--- src/shared/dmd_defines.svh ---
// Purpose: constants for the debug-mode memory access block
// Assumes: 25 MHz system clock, byte-wide command stream from the debug wire deserialiser
// Notes: debug_control has no printed offset; it sits at a chosen address
// Operation
// - debug halt stops instruction fetch; code keeps fetch running while ocd_exec_req is high
// - system clock keeps running unless stopped
// - enabled peripherals keep running unless stopped
// - entering debug leaves halt low-power state
// - watchdog refreshed continuously while in debug
// - breakpoint execution enters debug state
// - debug pin low at reset end enters debug
// - writing zero to flag exits debug
// - power-on or brown-out reset exits debug
// - read program memory: code, address, size
// - size zero means 65536 bytes
// - program read gives FFH unless debug, unprotected
// - data write discarded unless debug, unprotected
// - data read gives FFH outside debug
// - CRC command returns CCITT checksum of program
// - CRC gives FFFFH outside debug
// - CRC reply comes after memory scan delay
// - control register layout, resets to zero
// - protected flag cannot be cleared by write
// - breakpoint is no-op unless allowed
// - acknowledge byte FFH sent on breakpoint; code sends it only if the engine is idle with tx free, else drops it
// - self-reset bit resets system, clears itself
`ifndef DMD_DEFINES_SVH
`define DMD_DEFINES_SVH
`define DMD_ADDR_CTRL     8'h00
`define DMD_ADDR_STATUS   8'h01
`define DMD_BIT_HALT      7
`define DMD_BIT_BRK       6
`define DMD_BIT_ACK       5
`define DMD_BIT_SRST      0
`define DMD_CTRL_RESET    8'h00
`define DMD_CMD_RD_PROG   8'h0B
`define DMD_CMD_WR_DATA   8'h0C
`define DMD_CMD_RD_DATA   8'h0D
`define DMD_CMD_CRC       8'h0E
`define DMD_FILL_BYTE     8'hFF
`define DMD_CRC_NONE      16'hFFFF
`define DMD_CRC_SEED      16'hFFFF
`define DMD_CRC_POLY      16'h1021
`define DMD_SRST_CYCLES   16
`endif

--- src/shared/dmd_pkg.sv ---
// Purpose: types for the debug-mode memory access block
// Assumes: nothing beyond the defines header
// Notes: states are encoded 0 to 8 in declaration order, as read back through the status register
package dmd_pkg;
    typedef enum logic [3:0] {
        DMD_IDLE, DMD_AH, DMD_AL, DMD_SH, DMD_SL,
        DMD_XFER, DMD_CRC_RUN, DMD_CRC_HI, DMD_CRC_LO
    } dmd_state_e;
endpackage

--- src/hdl/dmd_core.sv ---
// Purpose: debug halt control, control register and byte command engine
// Assumes: rx/tx bytes framed elsewhere; memories answer in the cycle after a read
// Notes: one command at a time; tx byte is held until tx_ready
//
// The implementer's own choices: strobed register access and the register offsets.
`timescale 1ns/1ps
`include "dmd_defines.svh"
module dmd_core
    import dmd_pkg::*;
#(
    parameter int PROG_AW = 12
)(
    input  wire logic        clk,
    input  wire logic        resetn,
    input  wire logic        ce,
    input  wire logic [7:0]  reg_addr,
    input  wire logic [7:0]  reg_wdata,
    input  wire logic        reg_wr,
    input  wire logic        reg_rd,
    output logic      [7:0]  reg_rdata,
    input  wire logic        por_brownout,
    input  wire logic        sys_reset_active,
    input  wire logic        debug_wire_pin_in,
    input  wire logic        stop_mode,
    input  wire logic        wdt_enable,
    input  wire logic        read_protect,
    input  wire logic        break_opcode_decoded,
    input  wire logic        ocd_exec_req,
    input  wire logic [7:0]  rx_byte,
    input  wire logic        rx_valid,
    output logic      [7:0]  tx_byte,
    output logic             tx_valid,
    input  wire logic        tx_ready,
    output logic      [15:0] mem_addr,
    output logic             prog_rd,
    input  wire logic [7:0]  prog_rdata,
    output logic             data_rd,
    output logic             data_wr,
    output logic      [7:0]  data_wdata,
    input  wire logic [7:0]  data_rdata,
    output logic             fetch_enable,
    output logic             sys_clk_run,
    output logic             periph_run,
    output logic             halt_exit,
    output logic             wdt_refresh,
    output logic             soft_reset_out
);
    // ===========================================
    // control register and halt state
    logic             halt_q,  halt_d;
    logic             brk_q,   brk_d;
    logic             ack_q,   ack_d;
    logic             srst_q,  srst_d;
    logic [4:0]       srst_cnt_q, srst_cnt_d;
    logic             rst_seen_q, rst_seen_d;
    logic             pin_last_q, pin_last_d;
    logic             brk_hit;
    logic             ack_req;

    assign brk_hit = break_opcode_decoded & brk_q & ~halt_q;

    always_comb
    begin
        halt_d     = halt_q;
        brk_d      = brk_q;
        ack_d      = ack_q;
        srst_d     = srst_q;
        srst_cnt_d = srst_cnt_q;
        rst_seen_d = sys_reset_active;
        pin_last_d = sys_reset_active ? debug_wire_pin_in : pin_last_q;
        ack_req    = 1'b0;
        if (reg_wr && reg_addr == `DMD_ADDR_CTRL)
        begin
            brk_d = reg_wdata[`DMD_BIT_BRK];
            ack_d = reg_wdata[`DMD_BIT_ACK];
            if (reg_wdata[`DMD_BIT_HALT])
                halt_d = 1'b1;
            else if (!read_protect)
                halt_d = 1'b0;
            if (reg_wdata[`DMD_BIT_SRST] && !srst_q)
            begin
                srst_d     = 1'b1;
                srst_cnt_d = 5'(`DMD_SRST_CYCLES);
            end
        end
        if (srst_q)
        begin
            srst_cnt_d = srst_cnt_q - 5'd1;
            if (srst_cnt_q == 5'd1)
                srst_d = 1'b0;
        end
        // reset end: pin level of the last reset cycle decides debug entry
        if (rst_seen_q && !sys_reset_active && !pin_last_q)
            halt_d = 1'b1;
        if (brk_hit)
        begin
            halt_d  = 1'b1;
            ack_req = ack_q;
        end
        if (por_brownout)
            halt_d = 1'b0;
    end

    // ===========================================
    // command engine
    dmd_state_e       st_q, st_d;
    logic [7:0]       cmd_q, cmd_d;
    logic [15:0]      addr_q, addr_d;
    logic [16:0]      cnt_q, cnt_d;
    logic [15:0]      crc_q, crc_d;
    logic             rdwait_q, rdwait_d;
    logic [7:0]       txb_q, txb_d;
    logic             txv_q, txv_d;
    logic             prd_q, prd_d;
    logic             drd_q, drd_d;
    logic             dwr_q, dwr_d;
    logic [7:0]       dwd_q, dwd_d;
    logic             tx_free;

    function automatic logic [15:0] crc_byte(input logic [15:0] c, input logic [7:0] b);
        logic [15:0] r;
        r = c;
        for (int i = 7; i >= 0; i--)
            r = (r[15] ^ b[i]) ? ((r << 1) ^ `DMD_CRC_POLY) : (r << 1);
        return r;
    endfunction

    assign tx_free = ~txv_q | tx_ready;

    always_comb
    begin
        st_d     = st_q;
        cmd_d    = cmd_q;
        addr_d   = addr_q;
        cnt_d    = cnt_q;
        crc_d    = crc_q;
        // memory answers the cycle after the strobe, so sample one cycle later
        rdwait_d = prd_q | drd_q;
        txb_d    = txb_q;
        txv_d    = txv_q & ~tx_ready;
        prd_d    = 1'b0;
        drd_d    = 1'b0;
        dwr_d    = 1'b0;
        dwd_d    = dwd_q;
        // step only after the write has gone out on mem_addr
        if (dwr_q)
            addr_d = addr_q + 16'd1;
        unique case (st_q)
            DMD_IDLE:
                if (ack_req && tx_free)
                begin
                    txb_d = `DMD_FILL_BYTE;
                    txv_d = 1'b1;
                end
                else if (rx_valid)
                begin
                    cmd_d = rx_byte;
                    if (rx_byte == `DMD_CMD_CRC)
                    begin
                        st_d   = DMD_CRC_RUN;
                        addr_d = 16'h0000;
                        crc_d  = `DMD_CRC_SEED;
                        cnt_d  = 17'(1 << PROG_AW);
                    end
                    else if (rx_byte >= `DMD_CMD_RD_PROG && rx_byte <= `DMD_CMD_RD_DATA)
                        st_d = DMD_AH;
                end
            DMD_AH:
                if (rx_valid)
                begin
                    addr_d[15:8] = rx_byte;
                    st_d         = DMD_AL;
                end
            DMD_AL:
                if (rx_valid)
                begin
                    addr_d[7:0] = rx_byte;
                    st_d        = DMD_SH;
                end
            DMD_SH:
                if (rx_valid)
                begin
                    cnt_d[15:8] = rx_byte;
                    st_d        = DMD_SL;
                end
            DMD_SL:
                if (rx_valid)
                begin
                    cnt_d = {({cnt_q[15:8], rx_byte} == 16'h0000), cnt_q[15:8], rx_byte};
                    st_d  = DMD_XFER;
                end
            DMD_XFER:
                if (cmd_q == `DMD_CMD_WR_DATA)
                begin
                    if (rx_valid)
                    begin
                        dwr_d  = halt_q & ~read_protect;
                        dwd_d  = rx_byte;
                        cnt_d  = cnt_q - 17'd1;
                        if (cnt_q == 17'd1)
                            st_d = DMD_IDLE;
                    end
                end
                else if (rdwait_q)
                begin
                    txv_d = 1'b1;
                    if (cmd_q == `DMD_CMD_RD_PROG)
                        txb_d = (halt_q && !read_protect) ? prog_rdata : `DMD_FILL_BYTE;
                    else
                        txb_d = halt_q ? data_rdata : `DMD_FILL_BYTE;
                    addr_d = addr_q + 16'd1;
                    cnt_d  = cnt_q - 17'd1;
                    if (cnt_q == 17'd1)
                        st_d = DMD_IDLE;
                end
                else if (tx_free && !prd_q && !drd_q)
                begin
                    prd_d    = (cmd_q == `DMD_CMD_RD_PROG);
                    drd_d    = (cmd_q == `DMD_CMD_RD_DATA);
                end
            DMD_CRC_RUN:
                // result withheld until the whole array has been scanned
                if (rdwait_q)
                begin
                    crc_d  = crc_byte(crc_q, prog_rdata);
                    addr_d = addr_q + 16'd1;
                    cnt_d  = cnt_q - 17'd1;
                    if (cnt_q == 17'd1)
                        st_d = DMD_CRC_HI;
                end
                else if (!prd_q)
                begin
                    prd_d    = 1'b1;
                end
            DMD_CRC_HI:
                if (tx_free)
                begin
                    if (!halt_q)
                        crc_d = `DMD_CRC_NONE;
                    txb_d = halt_q ? crc_q[15:8] : `DMD_FILL_BYTE;
                    txv_d = 1'b1;
                    st_d  = DMD_CRC_LO;
                end
            DMD_CRC_LO:
                if (tx_free)
                begin
                    txb_d = crc_q[7:0];
                    txv_d = 1'b1;
                    st_d  = DMD_IDLE;
                end
        endcase
    end

    // ===========================================
    // registers
    always_ff @(posedge clk or negedge resetn)
    begin
        if (!resetn)
        begin
            halt_q     <= 1'b0;
            brk_q      <= 1'b0;
            ack_q      <= 1'b0;
            srst_q     <= 1'b0;
            srst_cnt_q <= 5'd0;
            rst_seen_q <= 1'b0;
            pin_last_q <= 1'b1;
            st_q       <= DMD_IDLE;
            cmd_q      <= 8'h00;
            addr_q     <= 16'h0000;
            cnt_q      <= 17'h0_0000;
            crc_q      <= 16'h0000;
            rdwait_q   <= 1'b0;
            txb_q      <= 8'h00;
            txv_q      <= 1'b0;
            prd_q      <= 1'b0;
            drd_q      <= 1'b0;
            dwr_q      <= 1'b0;
            dwd_q      <= 8'h00;
            reg_rdata  <= 8'h00;
            fetch_enable <= 1'b1;
            sys_clk_run  <= 1'b1;
            periph_run   <= 1'b1;
            halt_exit    <= 1'b0;
            wdt_refresh  <= 1'b0;
        end
        else if (ce)
        begin
            halt_q     <= halt_d;
            brk_q      <= brk_d;
            ack_q      <= ack_d;
            srst_q     <= srst_d;
            srst_cnt_q <= srst_cnt_d;
            rst_seen_q <= rst_seen_d;
            pin_last_q <= pin_last_d;
            st_q       <= st_d;
            cmd_q      <= cmd_d;
            addr_q     <= addr_d;
            cnt_q      <= cnt_d;
            crc_q      <= crc_d;
            rdwait_q   <= rdwait_d;
            txb_q      <= txb_d;
            txv_q      <= txv_d;
            prd_q      <= prd_d;
            drd_q      <= drd_d;
            dwr_q      <= dwr_d;
            dwd_q      <= dwd_d;
            reg_rdata  <= 8'h00;
            if (reg_rd && reg_addr == `DMD_ADDR_CTRL)
                reg_rdata <= {halt_q, brk_q, ack_q, 4'h0, srst_q};
            else if (reg_rd && reg_addr == `DMD_ADDR_STATUS)
                reg_rdata <= {4'h0, st_q};
            fetch_enable <= ~halt_d | ocd_exec_req;
            sys_clk_run  <= ~stop_mode;
            periph_run   <= ~stop_mode;
            halt_exit    <= halt_d & ~halt_q;
            wdt_refresh  <= halt_d & wdt_enable;
        end
    end

    assign tx_byte        = txb_q;
    assign tx_valid       = txv_q;
    assign mem_addr       = addr_q;
    assign prog_rd        = prd_q;
    assign data_rd        = drd_q;
    assign data_wr        = dwr_q;
    assign data_wdata     = dwd_q;
    assign soft_reset_out = srst_q;
endmodule

--- config.mk ---
export PLATFORM = sky130hd
export DESIGN_NAME = dmd_core
export DESIGN_NICKNAME = d
export VERILOG_FILES = /design/src/shared/dmd_pkg.sv /design/src/hdl/dmd_core.sv
export VERILOG_INCLUDE_DIRS = /design/src /design/src/shared
export SDC_FILE = /design/constraint.sdc
export NUM_CORES = 1
export LEC_CHECK = 0
export BUFFER_PORTS_ARGS = -buffer_cell sky130_fd_sc_hd__clkbuf_2
export CORE_MARGIN = 4
export CORE_UTILIZATION = 30
export DETAILED_ROUTE_END_ITERATION = 10
export PLACE_DENSITY = 0.45
export SLEW_MARGIN = 20
export SYNTH_ARGS = -nofsm -noshare
export SYNTH_HDL_FRONTEND = slang
export SYNTH_SLANG_ARGS = --single-unit
export TNS_END_PERCENT = 10
--- constraint.sdc ---
create_clock -name clk -period 6.7 [get_ports clk]
set_input_delay 0.335 -clock clk [delete_from_list [all_inputs] [get_ports clk]]
set_output_delay 0.335 -clock clk [all_outputs]
set_load 0.03 [all_outputs]
==> run summary <==
Of all nets on the critical path, the largest fanout is 29. Setup repair after global routing left no endpoint under its margin. The total negative slack for setup checks is 0 ns, and the wire length per cell is 19.65 um. The floorplan step defined a die boundary enclosing 25720 um2. The remaining max-slew budget at the tightest pin was 0.2664. The run gives 0 as the number of hold violations in the final report. The total iterations of the first detailed-routing run is 5, and the sequential area share after synthesis is 0.3742.

The library cell used most frequently in the layout, excluding fill and tap cells, is sky130_fd_sc_hd__dfrtp_1. The die is 160.4 um tall. Setup violations remaining at the end of the flow were counted as 0.

Dividing the synthesized area by the synthesized cell count gives 8.453 um2. The die is 160.4 um wide. The number of enable flip-flop cells after synthesis works out to 0. TritonCTS built the clock tree.

The core region area came out at 22710 um2. The fraction of power consumed by sequential logic came out at 0.364. The routed layout has 6470 vias. The via count of the first global-routing pass was 6403; the routed via count divided by cell count was 5.535. The share of final-layout standard cells stronger than drive strength 1 was 0.1889. By startpoint and endpoint, the worst setup path is classified as flop to flop. The wire-length estimate of the detail-placed layout is 15760 um. For the net switching power of the design, the log shows 0.001378 W. The clock arrives with 0.01101 ns of skew.

The relative area change from synthesis to final layout works out to 14.46%. Number of input and output port buffers inserted: 99. The Yosys step of the flow raised 0 warnings. Once the clock tree was built, the resizer swapped 0 gates to a different size. The tools report the share of total power in combinational logic as 0.450. The clock power share came out at 0.185. The finished layout holds 1169 standard cells, fillers aside. STA puts the critical path data arrival time at 3.46 ns. The type of the tightest min-delay check is input pin to asynchronous set/reset pin.

The number of antenna diodes in the final layout is 0. The run gives 939 as the number of nets at the end of the flow. The initial core utilization is 0.3067. For the final wirelength, the log shows 22970 um.

The prevailing post-synth register cell was sky130_fd_sc_hd__dfrtp_1. Static timing analysis puts the maximum clock frequency at 315.1 MHz. The async set-reset flop share out of synthesis is 1.000, and the distinct cell type count after synthesis is 80.

STA classifies the critical path startpoint as a flop. The kind of cell adding the most delay to the critical path was simple AND/OR/NAND/NOR gates. At the pin with the least slew margin, the transition time is 1.097 ns. The cell count after synthesis came out at 824. The clock net in this run drives a total of 104 sinks. In this design, the stage delay of the slowest critical-path cell is 0.95 ns. The number of nets handed over by synthesis was 884. Among the stages of the critical path, the cell type that occurs most often is sky130_fd_sc_hd__nand3_1. The number of buffers on the longest clock path came out at 2.

The logs give 4060 um2 for the area taken by multi-input logic gates and 2606 um2 for the total area of sequential cells. The tools report the largest net degree at the start of global routing as 58. The slowest stage of the critical path belongs to the cell sky130_fd_sc_hd__dfrtp_1.

The congestion estimate from routability-driven global placement came to 0.8175. In this run, CTS created clock tree buffers numbering 9. The worst setup path is captured at a flop.

The tree is rooted in a sky130_fd_sc_hd__clkbuf_16. The tools report the number of filler instances in the final layout as 2418. The tool flagged a number of max-cap violations equal to 0. The switching power as a share of total power was 0.4523; the number of post-CTS setup repair buffers was 0. Number of antenna violations at the first check in global routing: 0. The internal cell power came out at 0.001669 W. The flow ran to the end, and the final reports show no timing, DRC or antenna violations. Cell row count: 55. After the first detailed-routing iteration, the DRC count stood at 415. STA puts the critical path data required time at 6.98 ns.

After clock tree synthesis, the clock-pin slew on the worst setup and hold paths is 0.07 ns. Quantity of hold-fixing buffers added after cts: 0. The cell area after technology mapping is 6965 um2, and the number of antenna-violating nets in the routed design is 0.

Together, buffers and inverters on the worst path number 0. The later pin in the worst-skew pair is clocked with a latency of 0.36 ns. The H-tree generated during clock tree synthesis spans 3 levels. The part of the cycle the worst path needs was 0.4737; the final-report max-slew violation count was 0.

The first global-routing pass estimated 37090 um of wire. After synthesis the netlist holds a flip-flop and latch count of 104. The residual DRC count is 0, and the final critical delay including setup and external delays is 3.174 ns. The total congestion overflow is 0. The cell leakage power came out at 3.117 nW.

Leaving out fill and tap cells, the most frequent cells in the layout are 101 x sky130_fd_sc_hd__dfrtp_1, 98 x sky130_fd_sc_hd__clkbuf_2, 82 x sky130_fd_sc_hd__nand2_1. Total routing resource utilization after global routing: 0.1787. The boundary pin count came out at 105.

Across the VDD grid, the largest voltage drop is 157.1 uV. Walking the worst path, the cells encountered are nand4bb_1, nand3_1, nand3_1, o31ai_1, a22oi_1, o21ai_0. Once placement completed, the tool counted placed cells totaling 1153. In this run the power density over the cells is 382.2 nW/um2.
power groups by stage:
stage	registers [W]	clock network [W]	logic [W]
2_1_floorplan	0.00110	0	0.000989
3_3_place_gp	0.00112	0	0.00137
3_5_place_dp	0.00112	0	0.00137
4_1_cts	0.00111	0.000589	0.00138
5_1_grt	0.00115	0.000609	0.00153
6_report	0.00111	0.000565	0.00137
state kept, by name, indices dropped and copies added (netlist names), 5 cells and up:
name        cells
cnt_q          17
crc_q          16
mem_addr       16
cmd_q           8
data_wdata      8
tx_byte         8
reg_rdata       7
srst_cnt_q      5
area by class of cell:
type | count | area share
clock buffer | 12 | 0.03217
tap | 285 | 0.04473
clock inverter | 4 | 0.006591
inverter | 18 | 0.008475
sequential | 104 | 0.3269
timing repair buffer | 109 | 0.07188
multi-input combinational | 637 | 0.5093
worst reg2reg max path, cell delays in order, from the launching register on:
cell and delay [ns]:
sky130_fd_sc_hd__dfrtp_1 0.95, sky130_fd_sc_hd__nand4bb_1 0.60, sky130_fd_sc_hd__nand3_1 0.38, sky130_fd_sc_hd__nand3_1 0.52, sky130_fd_sc_hd__o31ai_1 0.43, sky130_fd_sc_hd__a22oi_1 0.12
sky130_fd_sc_hd__o21ai_0 0.10
per-layer routing:
metal / share of wire / GRT usage / vias up
met3: 0.030 / 0.02361 / 17
met5: 0 / 0 / -
met1: 0.48 / 0.2520 / 3185
met4: 0.013 / 0.04145 / 0
li1: - / - / 3158
met2: 0.48 / 0.2931 / 110
through the flow:
stage	hold slack [ns]	utilization	area, um2	total power, W	setup WS [ns]
2_1_floorplan	0.03941	-	6965	0.002088	4.272
3_3_place_gp	0.4625	0.3372	7657	0.002491	3.602
3_5_place_dp	0.4584	0.3372	7657	0.002493	3.555
4_1_cts	0.06377	0.3508	7966	0.003074	3.532
5_1_grt	0.09485	0.3511	7973	0.003293	3.274
6_report	0.03245	0.3511	7973	0.003047	3.526
synth_stat cells (12+ instances only):
master	number	area, um2
sky130_fd_sc_hd__nor2_1	73	274.0
sky130_fd_sc_hd__nor3_1	33	165.2
sky130_fd_sc_hd__a21oi_1	41	205.2
sky130_fd_sc_hd__clkbuf_1	49	183.9
sky130_fd_sc_hd__o21ai_0	68	340.3
sky130_fd_sc_hd__mux2_2	20	225.2
sky130_fd_sc_hd__nor2b_1	12	75.07
sky130_fd_sc_hd__nand2_1	82	307.8
sky130_fd_sc_hd__nand3_1	22	110.1
sky130_fd_sc_hd__xor2_1	19	166.4
sky130_fd_sc_hd__xnor2_1	23	201.4
sky130_fd_sc_hd__dfrtp_1	101	2527
sky130_fd_sc_hd__inv_1	17	63.81
sky130_fd_sc_hd__nand4_1	15	93.84
sky130_fd_sc_hd__a31oi_1	26	162.7
worst paths after layout:
path                                  from       endpoint  slack, ns  depth (start not counted)
max in group asynchronous           resetn     tx_byte[6]       5.52                          2
min in group clk                 stop_mode     periph_run       0.12                          2
worst max register to register     st_q[1]   mem_addr[10]       3.53                          6
worst min register to register  tx_byte[0]     tx_byte[0]       0.48                          2
worst max-delay path               st_q[1]   mem_addr[10]       3.53                          6
worst min-delay path                resetn  data_wdata[7]       0.03                          1
logic make-up (layout without fill, tap and decap cells):
logic type | Yosys count | count (layout) | share of synthesized area
flip-flops | 104 | 104 | 0.3742
multiplexers | 22 | 22 | 0.03521
buffers and inverters | 83 | 143 | 0.04652
XOR/XNOR | 42 | 42 | 0.05281
AO/OA/AOI/OAI | 235 | 235 | 0.2235
AND/OR/NAND/NOR | 332 | 332 | 0.2583
other | 1 | 1 | 0.0005384
adder cells (fa/ha/maj) | 5 | 5 | 0.008981
(Power assumes the default switching activity.)
